[src/rtl/wcm_pkg.sv]
// Shared constants and types for the watchdog and clock monitor.
// Assumes a single 100 MHz bus clock; the watchdog periods are derived from it.
package wcm_pkg;

  // Bus clock rate
  localparam int unsigned CORE_MHZ = 100;

  // Watchdog periods in microseconds, one per select code
  localparam int unsigned WDT_T0_US = 8192;
  localparam int unsigned WDT_T1_US = 32768;
  localparam int unsigned WDT_T2_US = 131070;
  localparam int unsigned WDT_T3_US = 524500;
  localparam logic [31:0] WDT_CYC0 = 32'(WDT_T0_US * CORE_MHZ);
  localparam logic [31:0] WDT_CYC1 = 32'(WDT_T1_US * CORE_MHZ);
  localparam logic [31:0] WDT_CYC2 = 32'(WDT_T2_US * CORE_MHZ);
  localparam logic [31:0] WDT_CYC3 = 32'(WDT_T3_US * CORE_MHZ);

  // Select codes, high bit first
  localparam logic [1:0] SEL_T0 = 2'h0;
  localparam logic [1:0] SEL_T1 = 2'h1;
  localparam logic [1:0] SEL_T2 = 2'h2;

  // Option select write window after reset
  localparam logic [6:0] BOOT_WIN_CYC = 7'h40;

  // Internal reset pulse length, under four cycles
  localparam logic [1:0] RST_PULSE_CYC = 2'h3;

  // Service byte values
  localparam logic [7:0] SVC_ARM = 8'h55;
  localparam logic [7:0] SVC_FIRE = 8'haa;

  // Clock monitor: reference half period and failure threshold
  localparam int unsigned CM_REF_HALF_NS = 50000;
  localparam int unsigned CM_FAIL_KHZ = 100;
  localparam logic [3:0] CM_MIN_CYC = 4'((CM_REF_HALF_NS * CM_FAIL_KHZ) / 1000000);
  localparam logic [3:0] CM_GAP_MAX = 4'hf;

  // Option register fields
  typedef struct packed {
    logic [1:0] sel;
    logic clock_watch_enable;
    logic clock_watch_force_enable;
  } wcm_opt_t;

  // Reset values
  localparam wcm_opt_t OPT_RST = '{sel: 2'h0, clock_watch_enable: 1'b0, clock_watch_force_enable: 1'b0};
  localparam logic DIS_RST = 1'b1;

endpackage : wcm_pkg

[src/rtl/wcm_timeout_cnt.sv]
// Timeout counter for the watchdog.
// Assumes restart and run come from logic on the same clock.
`timescale 1ns/1ns
`default_nettype none
module wcm_timeout_cnt (
  // Clock and reset
  input wire logic core_clk_i,
  input wire logic rst_i,
  // Control
  input wire logic run_i,
  input wire logic restart_i,
  input wire logic [31:0] limit_i,
  // Result
  output logic expired_o
);

  logic [31:0] cnt_ff;

  // Counts bus cycles; wraps and flags on the last cycle of the period
  always_ff @(posedge core_clk_i) begin
    if (rst_i || restart_i || !run_i) begin
      cnt_ff <= 32'h0;
      expired_o <= 1'b0;
    end else if (cnt_ff >= limit_i - 32'h1) begin
      cnt_ff <= 32'h0;
      expired_o <= 1'b1;
    end else begin
      cnt_ff <= cnt_ff + 32'h1;
      expired_o <= 1'b0;
    end
  end

endmodule : wcm_timeout_cnt
`default_nettype wire

[src/rtl/wcm_top.sv]
// Watchdog with service sequence, timeout select, disable bit and clock monitor.
// Assumes control strobes come from the core's own clock domain; ref_osc_i is a pin.
// Function
// An enabled watchdog resets the processor when no valid service completes within the period.
// Select 00/01/10/11 gives 8.192, 32.768, 131.07 and 524.5 ms, high bit first.
// The timeout select bits take writes only during the first 64 cycles after reset.
// The disable bit keeps the watchdog idle while set, and clearing it enables it.
// The disable bit starts out set so the watchdog is off until software clears it. The code loads nv_disable_i one cycle after reset.
// The disable bit survives power loss and comes back as last written.
// Software services by writing 55h then aah, with anything in between.
// Both writes land before timeout and storing aah restarts the period.
// The clock monitor does not reset while the bus clock is above 200 kHz.
// The clock monitor always resets below 10 kHz and may reset up to 200 kHz.
// The clock monitor enable bit can be set or cleared at any time.
// The force enable bit resets to 0 and once set keeps the monitor on until reset.
// A stop instruction with the monitor on stops the clock and causes a reset.
// A failure drives reset low under four cycles and records which failure it was.
// An aah write with no 55h since the last service does not restart the period.
// The timeout counter runs on the bus clock and clears on every reset.
`timescale 1ns/1ns
`default_nettype none
module wcm_top #(
  parameter logic [31:0] WDT_CYC0 = wcm_pkg::WDT_CYC0,
  parameter logic [31:0] WDT_CYC1 = wcm_pkg::WDT_CYC1,
  parameter logic [31:0] WDT_CYC2 = wcm_pkg::WDT_CYC2,
  parameter logic [31:0] WDT_CYC3 = wcm_pkg::WDT_CYC3
) (
  // Clock and reset
  input wire logic core_clk_i,
  input wire logic rst_i,
  // Service register write
  input wire logic svc_wr_i,
  input wire logic [7:0] svc_data_i,
  // Option register write
  input wire logic opt_wr_i,
  input wire wcm_pkg::wcm_opt_t opt_wdata_i,
  // Configuration write and non-volatile store
  input wire logic cfg_wr_i,
  input wire logic cfg_disable_i,
  input wire logic nv_disable_i,
  // Clock monitor inputs
  input wire logic stop_i,
  input wire logic ref_osc_i,
  // Cause acknowledge
  input wire logic cause_ack_i,
  // Reset and cause outputs
  output logic rst_n_o,
  output logic wdt_cause_o,
  output logic cm_cause_o,
  // Status
  output wcm_pkg::wcm_opt_t opt_o,
  output logic disable_o,
  output logic svc_armed_o,
  output logic boot_open_o,
  // Non-volatile write-back
  output logic nv_wr_o,
  output logic nv_data_o
);

  wcm_pkg::wcm_opt_t opt_ff;
  logic dis_ff;
  logic cap_done_ff;
  logic armed_ff;
  logic [6:0] boot_cnt_ff;
  logic [1:0] pulse_cnt_ff;
  logic ref_s1_ff;
  logic ref_s2_ff;
  logic ref_s3_ff;
  logic [3:0] cm_gap_ff;
  logic boot_open;
  logic cm_en;
  logic restart;
  logic expired;
  logic wdt_fail;
  logic cm_slow;
  logic cm_fail;
  logic ref_edge;
  logic [31:0] limit;

  // Status outputs straight from their registers
  assign opt_o = opt_ff;
  assign disable_o = dis_ff;
  assign svc_armed_o = armed_ff;

  // Write window flag and monitor enable
  assign boot_open = boot_cnt_ff < wcm_pkg::BOOT_WIN_CYC;
  assign cm_en = opt_ff.clock_watch_enable | opt_ff.clock_watch_force_enable;

  // Cycles since reset, saturating at the window length
  always_ff @(posedge core_clk_i) begin
    if (rst_i) begin
      boot_cnt_ff <= 7'h0;
      boot_open_o <= 1'b1;
    end else begin
      if (boot_open) begin
        boot_cnt_ff <= boot_cnt_ff + 7'h1;
      end
      boot_open_o <= (boot_cnt_ff + 7'h1) < wcm_pkg::BOOT_WIN_CYC;
    end
  end

  // Option register; select locks after the window, force bit is set-only
  always_ff @(posedge core_clk_i) begin
    if (rst_i) begin
      opt_ff <= wcm_pkg::OPT_RST;
    end else if (opt_wr_i) begin
      if (boot_open) begin
        opt_ff.sel <= opt_wdata_i.sel;
      end
      opt_ff.clock_watch_enable <= opt_wdata_i.clock_watch_enable;
      opt_ff.clock_watch_force_enable <= opt_ff.clock_watch_force_enable | opt_wdata_i.clock_watch_force_enable;
    end
  end

  // Disable bit: set until the stored value is fetched after reset, then written through
  always_ff @(posedge core_clk_i) begin
    if (rst_i) begin
      dis_ff <= wcm_pkg::DIS_RST;
      cap_done_ff <= 1'b0;
      nv_wr_o <= 1'b0;
      nv_data_o <= wcm_pkg::DIS_RST;
    end else if (!cap_done_ff) begin
      dis_ff <= nv_disable_i;
      cap_done_ff <= 1'b1;
      nv_wr_o <= 1'b0;
      nv_data_o <= nv_disable_i;
    end else begin
      nv_wr_o <= cfg_wr_i;
      if (cfg_wr_i) begin
        dis_ff <= cfg_disable_i;
        nv_data_o <= cfg_disable_i;
      end
    end
  end

  // Service sequence: 55h arms, aah fires only when armed
  assign restart = svc_wr_i && (svc_data_i == wcm_pkg::SVC_FIRE) && armed_ff;
  always_ff @(posedge core_clk_i) begin
    if (rst_i) begin
      armed_ff <= 1'b0;
    end else if (svc_wr_i && svc_data_i == wcm_pkg::SVC_ARM) begin
      armed_ff <= 1'b1;
    end else if (restart) begin
      armed_ff <= 1'b0;
    end
  end

  // Period select, high bit first
  always_comb begin
    case (opt_ff.sel)
      wcm_pkg::SEL_T0: limit = WDT_CYC0;
      wcm_pkg::SEL_T1: limit = WDT_CYC1;
      wcm_pkg::SEL_T2: limit = WDT_CYC2;
      default: limit = WDT_CYC3;
    endcase
  end

  // Timeout counter; held cleared while disabled
  wcm_timeout_cnt u_cnt (
    .core_clk_i(core_clk_i),
    .rst_i(rst_i),
    .run_i(!dis_ff),
    .restart_i(restart),
    .limit_i(limit),
    .expired_o(expired)
  );
  assign wdt_fail = expired && !dis_ff;

  // Reference pin synchroniser plus edge stage
  always_ff @(posedge core_clk_i) begin
    if (rst_i) begin
      ref_s1_ff <= 1'b0;
      ref_s2_ff <= 1'b0;
      ref_s3_ff <= 1'b0;
    end else begin
      ref_s1_ff <= ref_osc_i;
      ref_s2_ff <= ref_s1_ff;
      ref_s3_ff <= ref_s2_ff;
    end
  end
  assign ref_edge = ref_s2_ff ^ ref_s3_ff;

  // Bus cycles between reference edges; too few means the clock is too slow.
  // A fully stopped clock cannot be seen from its own domain; stop_i covers that case.
  assign cm_slow = cm_en && ref_edge && (cm_gap_ff < wcm_pkg::CM_MIN_CYC);
  always_ff @(posedge core_clk_i) begin
    if (rst_i || !cm_en) begin
      cm_gap_ff <= wcm_pkg::CM_GAP_MAX; // First edge after enabling never trips
    end else if (ref_edge) begin
      cm_gap_ff <= 4'h0;
    end else if (cm_gap_ff != wcm_pkg::CM_GAP_MAX) begin
      cm_gap_ff <= cm_gap_ff + 4'h1;
    end
  end
  assign cm_fail = cm_slow || (cm_en && stop_i);

  // Internal reset pulse, three cycles low; new failures during a pulse merge into it
  always_ff @(posedge core_clk_i) begin
    if (rst_i) begin
      pulse_cnt_ff <= 2'h0;
      rst_n_o <= 1'b1;
    end else if (pulse_cnt_ff != 2'h0) begin
      pulse_cnt_ff <= pulse_cnt_ff - 2'h1;
      rst_n_o <= (pulse_cnt_ff == 2'h1);
    end else if (wdt_fail || cm_fail) begin
      pulse_cnt_ff <= wcm_pkg::RST_PULSE_CYC;
      rst_n_o <= 1'b0;
    end
  end

  // Failure causes; a new failure wins over an acknowledge in the same cycle
  always_ff @(posedge core_clk_i) begin
    if (rst_i) begin
      wdt_cause_o <= 1'b0;
      cm_cause_o <= 1'b0;
    end else begin
      wdt_cause_o <= wdt_fail || (wdt_cause_o && !cause_ack_i);
      cm_cause_o <= cm_fail || (cm_cause_o && !cause_ack_i);
    end
  end
endmodule : wcm_top
`default_nettype wire

[config.mk]
export PLATFORM = sky130hd
export DESIGN_NAME = wcm_top
export DESIGN_NICKNAME = d
export VERILOG_FILES = /design/src/rtl/wcm_pkg.sv /design/src/rtl/wcm_timeout_cnt.sv /design/src/rtl/wcm_top.sv
export SDC_FILE = /design/constraint.sdc
export NUM_CORES = 1
export LEC_CHECK = 0
export BUFFER_PORTS_ARGS = -buffer_cell sky130_fd_sc_hd__buf_2
export CORE_MARGIN = 3
export CORE_UTILIZATION = 47
export DETAILED_ROUTE_END_ITERATION = 16
export PLACE_DENSITY = 0.71
export SLEW_MARGIN = 10
export SYNTH_ARGS = -nofsm -noshare
export SYNTH_HDL_FRONTEND = slang
export SYNTH_HIERARCHICAL = 1
export SYNTH_SLANG_ARGS = --single-unit
[constraint.sdc]
create_clock -name core_clk_i -period 6.1 [get_ports core_clk_i]
set_input_delay 0 -clock core_clk_i [delete_from_list [all_inputs] [get_ports core_clk_i]]
set_output_delay 0 -clock core_clk_i [all_outputs]
set_load 0.05 [all_outputs]
# --- After elaboration in Yosys (flattened, before gate mapping) ---
# Cells that the tools add are included.
word_totals:
  ff_bits: 61
  inputBits: 22
  output_inout_bits: 12
  elab_cells: 79
op_classes:
  addsub: 5
  order_cmp: 4
  eq_ne: 7
  muxes: 13
  bitwise: 4
  reduce_logical: 27
ops:
  columns: ["cell", "count"]
  rows:
  - ["26-bit case mux with 3 select lines", 1]
  - ["32-bit by 1-bit adder with 32-bit output (second input constant)", 1]
  - ["32-bit >= comparator", 1]
  - ["26-bit by 1-bit subtractor with 27-bit output (second input constant)", 1]
  - ["7-bit less-than comparator (second input constant)", 2]
  - ["1-bit logical AND", 9]
  - ["8-bit by 7-bit equality test with 1-bit output (second input constant)", 1]
  - ["8-bit equality test (second input constant)", 1]
  - ["1-bit 2-to-1 mux", 8]
  - ["4-bit 2-to-1 mux", 2]
  - ["2-bit nonzero test", 4]
  - ["7-bit by 1-bit adder with 7-bit output (second input constant)", 1]
  - ["1-bit logical OR", 7]
  - ["4-bit by 1-bit adder with 4-bit output (second input constant)", 1]
  - ["2-bit by 1-bit equality test with 1-bit output (second input constant)", 2]
  - ["4-bit by 3-bit less-than comparator with 1-bit output (second input constant)", 1]
  - ["2-bit 2-to-1 mux", 2]
  - ["4-bit inequality test (second input constant)", 1]
  - ["2-bit OR reduction", 2]
  - ["1-bit zero test", 3]
  - ["2-bit equality test (second input constant)", 1]
  - ["2-bit zero test", 1]
  - ["2-bit inequality test (second input constant)", 1]
  - ["1-bit OR", 2]
  - ["other kinds (4)", 4]

# --- Depth between registers and ports, before layout ---
logic_depth:
  word_depth: 7
  mapped_depth: 17

# --- Modules after synthesis ---
# The synthesis kept the hierarchy.
modules_own_cells:
  columns: ["module", "instances", "cells_per_inst", "area_each_um2", "seq_area_each_um2"]
  rows:
  - ["wcm_timeout_cnt", 1, 324, 2801.4, 660.6]
  - ["wcm_top", 1, 142, 1305.0, 560.5]

# --- Worst setup path after synthesis ---
# OpenSTA, ideal clock, no wires.
synth_path:
  kind: "register -> register"
  from: "register opt_ff (netlist bit opt_o[2])"
  to: "register u_cnt.cnt_ff[2]"
  arrival_time_ps: 4626
  required_ps: 5984
  slack_ps: 1358
  path_stages_with_launch: 16
  path_cell_list: "dfxtp_1 > inv_1 > ha_1 > or2_2 > or4_4 > nor4b_4 > and2_1 > nand2_1 > xor2_1 > ha_1 > nand2_1 > nor4_2 > or4b_1 > a311oi_4 > buf_6 > nor3_1"
synth_between:
  elab_chain_cells: 5
synth_rtl:
  columns: ["item", "line", "text"]
  rows:
  - ["start: declaration", "wcm_top.sv:60", "wcm_pkg::wcm_opt_t opt_ff;"]
  - ["start signal: assignment", "wcm_top.sv:105", "opt_ff <= wcm_pkg::OPT_RST;"]
  - ["2-bit equality test (tied with other cells)", "wcm_top.sv:150", "case (opt_ff.sel)"]
  - ["26-bit case mux with 3 select lines (*)", "wcm_top.sv:150", null]
  - ["net limit[12]", "wcm_top.sv:78", "logic [31:0] limit;"]
  - ["26-bit by 1-bit subtractor with 27-bit output (*)", "wcm_timeout_cnt.sv:24", "end else if (cnt_ff >= limit_i - 32'h1) begin"]
  - ["32-bit >= comparator (*)", "wcm_timeout_cnt.sv:24", null]
  - ["2-bit OR reduction (no line) (*)", null, null]
  - ["end signal: assignment", "wcm_timeout_cnt.sv:28", "cnt_ff <= cnt_ff + 32'h1;"]
  - ["end: declaration", "wcm_timeout_cnt.sv:17", "logic [31:0] cnt_ff;"]
# Mark *: on every way through the listed nets, which the timed path passes. The rest lies on a longest branch.
# A chain may end at the register's enable or synchronous reset.

# --- Worst setup path after layout ---
layout_path:
  from: "register opt_ff (netlist bit opt_o[3])"
  to: "register u_cnt.cnt_ff[28]"
# Same word-level chain as after synthesis.

==> impl_metrics.csv <==
group,metric,value,unit
sta,layout_worst_path_cycle_share,84.58,%
setup_path,worstReg2RegStart,"opt_o[3]$_SDFFE_PP0P_",
setup_path,critical_path.max_stage_delay,1.04,ns
grt,global_route.usage.met3,4.558,%
setup_path,critical_path.top_delay_family,"simple AND/OR/NAND/NOR gates",
setup_path,maximum_fanout_along_the_worst_path,32,
synth,netlist-cell-type-count,59,
sta,tightestPinTransition,1.155,ns
synth,synth.top_cells.by_count,"sky130_fd_sc_hd__dfxtp_1, sky130_fd_sc_hd__ha_1, sky130_fd_sc_hd__nor3_1",
synth,postSynthAreaPerCell,8.812,um^2
synth,ys_seq_area_share,29.74,%
synth,synth_most_common_cell,"sky130_fd_sc_hd__dfxtp_1",
finish,finalCoreUtilization,57.52,%
job,max_capacitance_violation_count,0,
setup_path,timing.critical_path.from,"opt_o[3]$_SDFFE_PP0P_",
die,start_util,49.23,%
synth,postSynth.topFlopCell,"sky130_fd_sc_hd__dfxtp_1",
synth,synthDominantAreaCellType,"sky130_fd_sc_hd__dfxtp_1",
die,die_area,9894,um^2
power,power-per-cell-area,229.2,nW/um^2
setup_path,critical_path.n_buffers_inverters,0,
grt,number_of_antenna_violations_at_the_first_check_in_global_routing,0,
synth,synth.top_cell.area_share,29.74,%
die,area_of_the_core,8341,um^2
outcome,run_status,"completed",
detailed_routing,antenna_violating_nets_post_route,0,
detailed_routing,per_cell_via_count_in_the_routed_design,5.245,
grt,grt_pass1_vias,3316,
clock_tree,clk_pin_slew_worst_paths,0.07,ns
power,vdd_drop_max,175.6,uV
sta,finalSetupViolCount,0,
sta,finalCriticalPeriod,5.159,ns
grt,grt-busiest-layer,"met2",
clock_tree,clock_tree.buffer_depth,2,
setup_path,timing.critical_path.depth,13,
clock_tree,cts_post_setup_buffers_inserted,0,
setup_path,r2r_setup_slack,0.94,ns
synth,post_synth_instance_area,4106,um^2
synth,yosys_register_bits,61,
placed_design,gp_congestion,0.8503,
detailed_routing,post_detailed_route_wirelength_per_cell,13.39,um
setup_path,critical_path.slowest_cell,"sky130_fd_sc_hd__or4_1",
finish,area.growth.synth_to_final,16.82,%
placed_design,io_buffer_count,33,
synth,yosys_warnings,6,
finish,post_route_cells_drive_above_1_share,13.49,%
die,die_width,99.47,um
detailed_routing,dr_total_vias,3388,
grt,grt.overflow.total,0,
finish,fillCellCount,721,
setup_path,setup.worst_path.start_class,"flip-flop",
sta,max_freq,193.8,MHz
detailed_routing,route.final.wire_length,8.653,mm
placed_design,placed_area,4397,um^2
detailed_routing,drt_pre_antenna_iters,5,
grt,grt_start_max_net_pins,33,
setup_path,timing.critical_path.to_type,"flip-flop",
setup_path,worstSetupEndpoint,"u_cnt/cnt_ff[28]$_SDFF_PP0_",
sta,rsz_0062_raised_after_global_routing,"no",
clock_tree,tritoncts,"yes",
sta,timing_max_transition_violations_final,0,
synth,asr_flop_ratio_synth,0,%
detailed_routing,drtIter0Drc,170,
detailed_routing,route.detailed.drc,0,
hold_path,hold_class,"in -> reg",
sta,hold_viol,0,
die,row_count,33,
grt,grtUsageTotal,18.78,%
clock_tree,clock_sinks,61,
setup_path,critical_path_required,6.34,ns
clock_tree,clk-insertion-delay-late,0.35,ns
placed_design,detailedPlacementHpwl,6.374,mm
grt,globalRouteMet2Util,30.22,%
grt,grt_first_pass_wirelength,15.40,mm
finish,design_area,4797,um^2
clock_tree,cts_max_level,3,
setup_path,class_of_the_most_critical_setup_path,"reg -> reg",
synth,synthesis.instances,466,
synth,synth-edff-count,0,
finish,finish.net_count,602,
setup_path,worst_ep_arrival_time,5.40,ns
sta,fin_skew,0.009403,ns
power,power.leakage,1.956,nW
die,die_h,99.47,um
sta,total_neg_setup_slack,0,ns
setup_path,critPathMostFrequentCell,"sky130_fd_sc_hd__ha_1",
die,floorplan.io_pins,34,
grt,grt_use_met1,25.40,%
clock_tree,numCtsBuffers,9,
setup_path,worstRegToRegCells,13,
setup_path,worstReg2RegEnd,"u_cnt/cnt_ff[28]$_SDFF_PP0_",
clock_tree,clock_tree_root_buffer_cell,"sky130_fd_sc_hd__clkbuf_8",
setup_path,worstPathCellList,"ha_1, or2_2, or4_4, nor4b_4, nand3_1, nor4_1, xnor2_1, ha_1, a21oi_1, o21ai_0, a311o_1, or4_1, nor3_1",
sta,slew_headroom,23.03,%
synth,top_area_cells_in_the_synthesized_netlist,"sky130_fd_sc_hd__dfxtp_1, sky130_fd_sc_hd__ha_1, sky130_fd_sc_hd__xnor2_1",
finish,n_antenna_cell,0,
==> through the flow <==
step | worst slack (ns) | cells | power [mW] | hold WS [ns]
6_report | 0.9407 | 646 | 1.100 | 0.05186
5_1_grt | 0.5000 | 646 | 1.150 | 0.06477
4_1_cts | 0.9366 | 646 | 1.107 | 0.04500
3_5_place_dp | 0.9279 | 617 | 0.6089 | 0.2189
3_3_place_gp | 1.137 | 617 | 0.6023 | 0.2133
2_1_floorplan | 1.358 | 488 | 0.5723 | 0.1089
==> layout make-up <==
cell class                      count  area [um^2]  area share [%]
Multi-Input combinational cell    399         2800           58.37
Sequential cell                    61         1221           25.46
Timing Repair Buffer               48        310.3           6.468
Clock inverter                      7        146.4           3.052
Tap cell                          105        131.4           2.739
Clock buffer                        9        123.9           2.582
Inverter                           17        63.81           1.330
==> where the power goes <==
part	switching, mW	leakage, nW	internal (mW)	total, mW
registers	0.00995	0.495	0.414	0.424
clock network	0.175	0.134	0.316	0.491
logic	0.107	1.33	0.0781	0.185
==> registers in the layout, indices dropped and copies added, names as in the netlist, 2 cells and up <==
signal and flops:
boot_cnt_ff 7, pulse_cnt_ff 2, u_cnt/cnt_ff 32, cm_gap_ff 4
opt_o 4
==> worst register-to-register path: cells and delay by family (launching register included) <==
family	cells	cell delay, ns
fa+ha+maj	2	0.64
xor+xnor	1	0.17
flops	1	0.35
simple gates	7	3.29
compound gates	3	0.59
==> cells by family (layout without fill, tap and decap cells) <==
group                      Yosys count  count (layout)  share of synthesized area (%)
DFF                                 61              61                          29.74
xor gates and xnor gates            66              66                          14.08
buffers and inverters               28              81                          4.083
AOI/OAI and AO/OA                   47              47                          7.313
adders and majority gates           44              44                          13.41
muxes                                6               6                          1.584
and+or+nand+nor                    213             213                          29.71
other                                1              23                        0.09132
==> per-layer routing <==
metal	up-vias	share of wire, %
met4	0	0.49
met3	7	4.8
met5	-	0
met2	76	46
met1	1524	49
li1	1781	-
==> repair_timing <==
action,4_1_cts,5_1_grt
hold buffers,13,0
gates resized for setup,0,0
hold endpoints to repair,10,0
==> cells in the final DEF, fill, tap and decap left out, drive strengths merged, types with 2 or more instances in the layout <==
master / Yosys / layout
dfxtp: 61 / 61
ha: 44 / 44
nor3: 44 / 44
xnor2: 35 / 35
nor2: 35 / 35
buf: 6 / 35
xor2: 31 / 31
nand2: 29 / 29
conb: 1 / 23
a21oi: 22 / 22
nand3: 21 / 21
inv: 17 / 18
nand4: 17 / 17
o21ai: 13 / 13
dlygate4sd3: 0 / 13
nor2b: 9 / 9
clkbuf: 5 / 9
and3: 8 / 8
and4: 8 / 8
nand2b: 7 / 7
mux2i: 5 / 5
or3: 5 / 5
or4: 5 / 5
or2: 5 / 5
nor4: 5 / 5
bufinv: 0 / 4
nor4b: 4 / 4
nor3b: 3 / 3
nor4bb: 2 / 2
a211oi: 2 / 2
o21a: 2 / 2
clkinv: 0 / 2
and2: 2 / 2
==> worst min-delay path by stage <==
stage	from	end	slack (ns)	depth (start not counted)
floorplan	rst_i	cap_done_ff$_DFF_P_	0.11	1
global placement	ref_osc_i	ref_s1_ff$_SDFF_PP0_	0.21	2
detailed placement	ref_osc_i	ref_s1_ff$_SDFF_PP0_	0.22	2
CTS	rst_i	opt_o[3]$_SDFFE_PP0P_	0.05	2
global route	rst_i	boot_cnt_ff[2]$_SDFFE_PP0N_	0.06	2
finish	rst_i	boot_cnt_ff[0]$_SDFFE_PP0N_	0.05	2
Power figures use the tool's default switching activity.
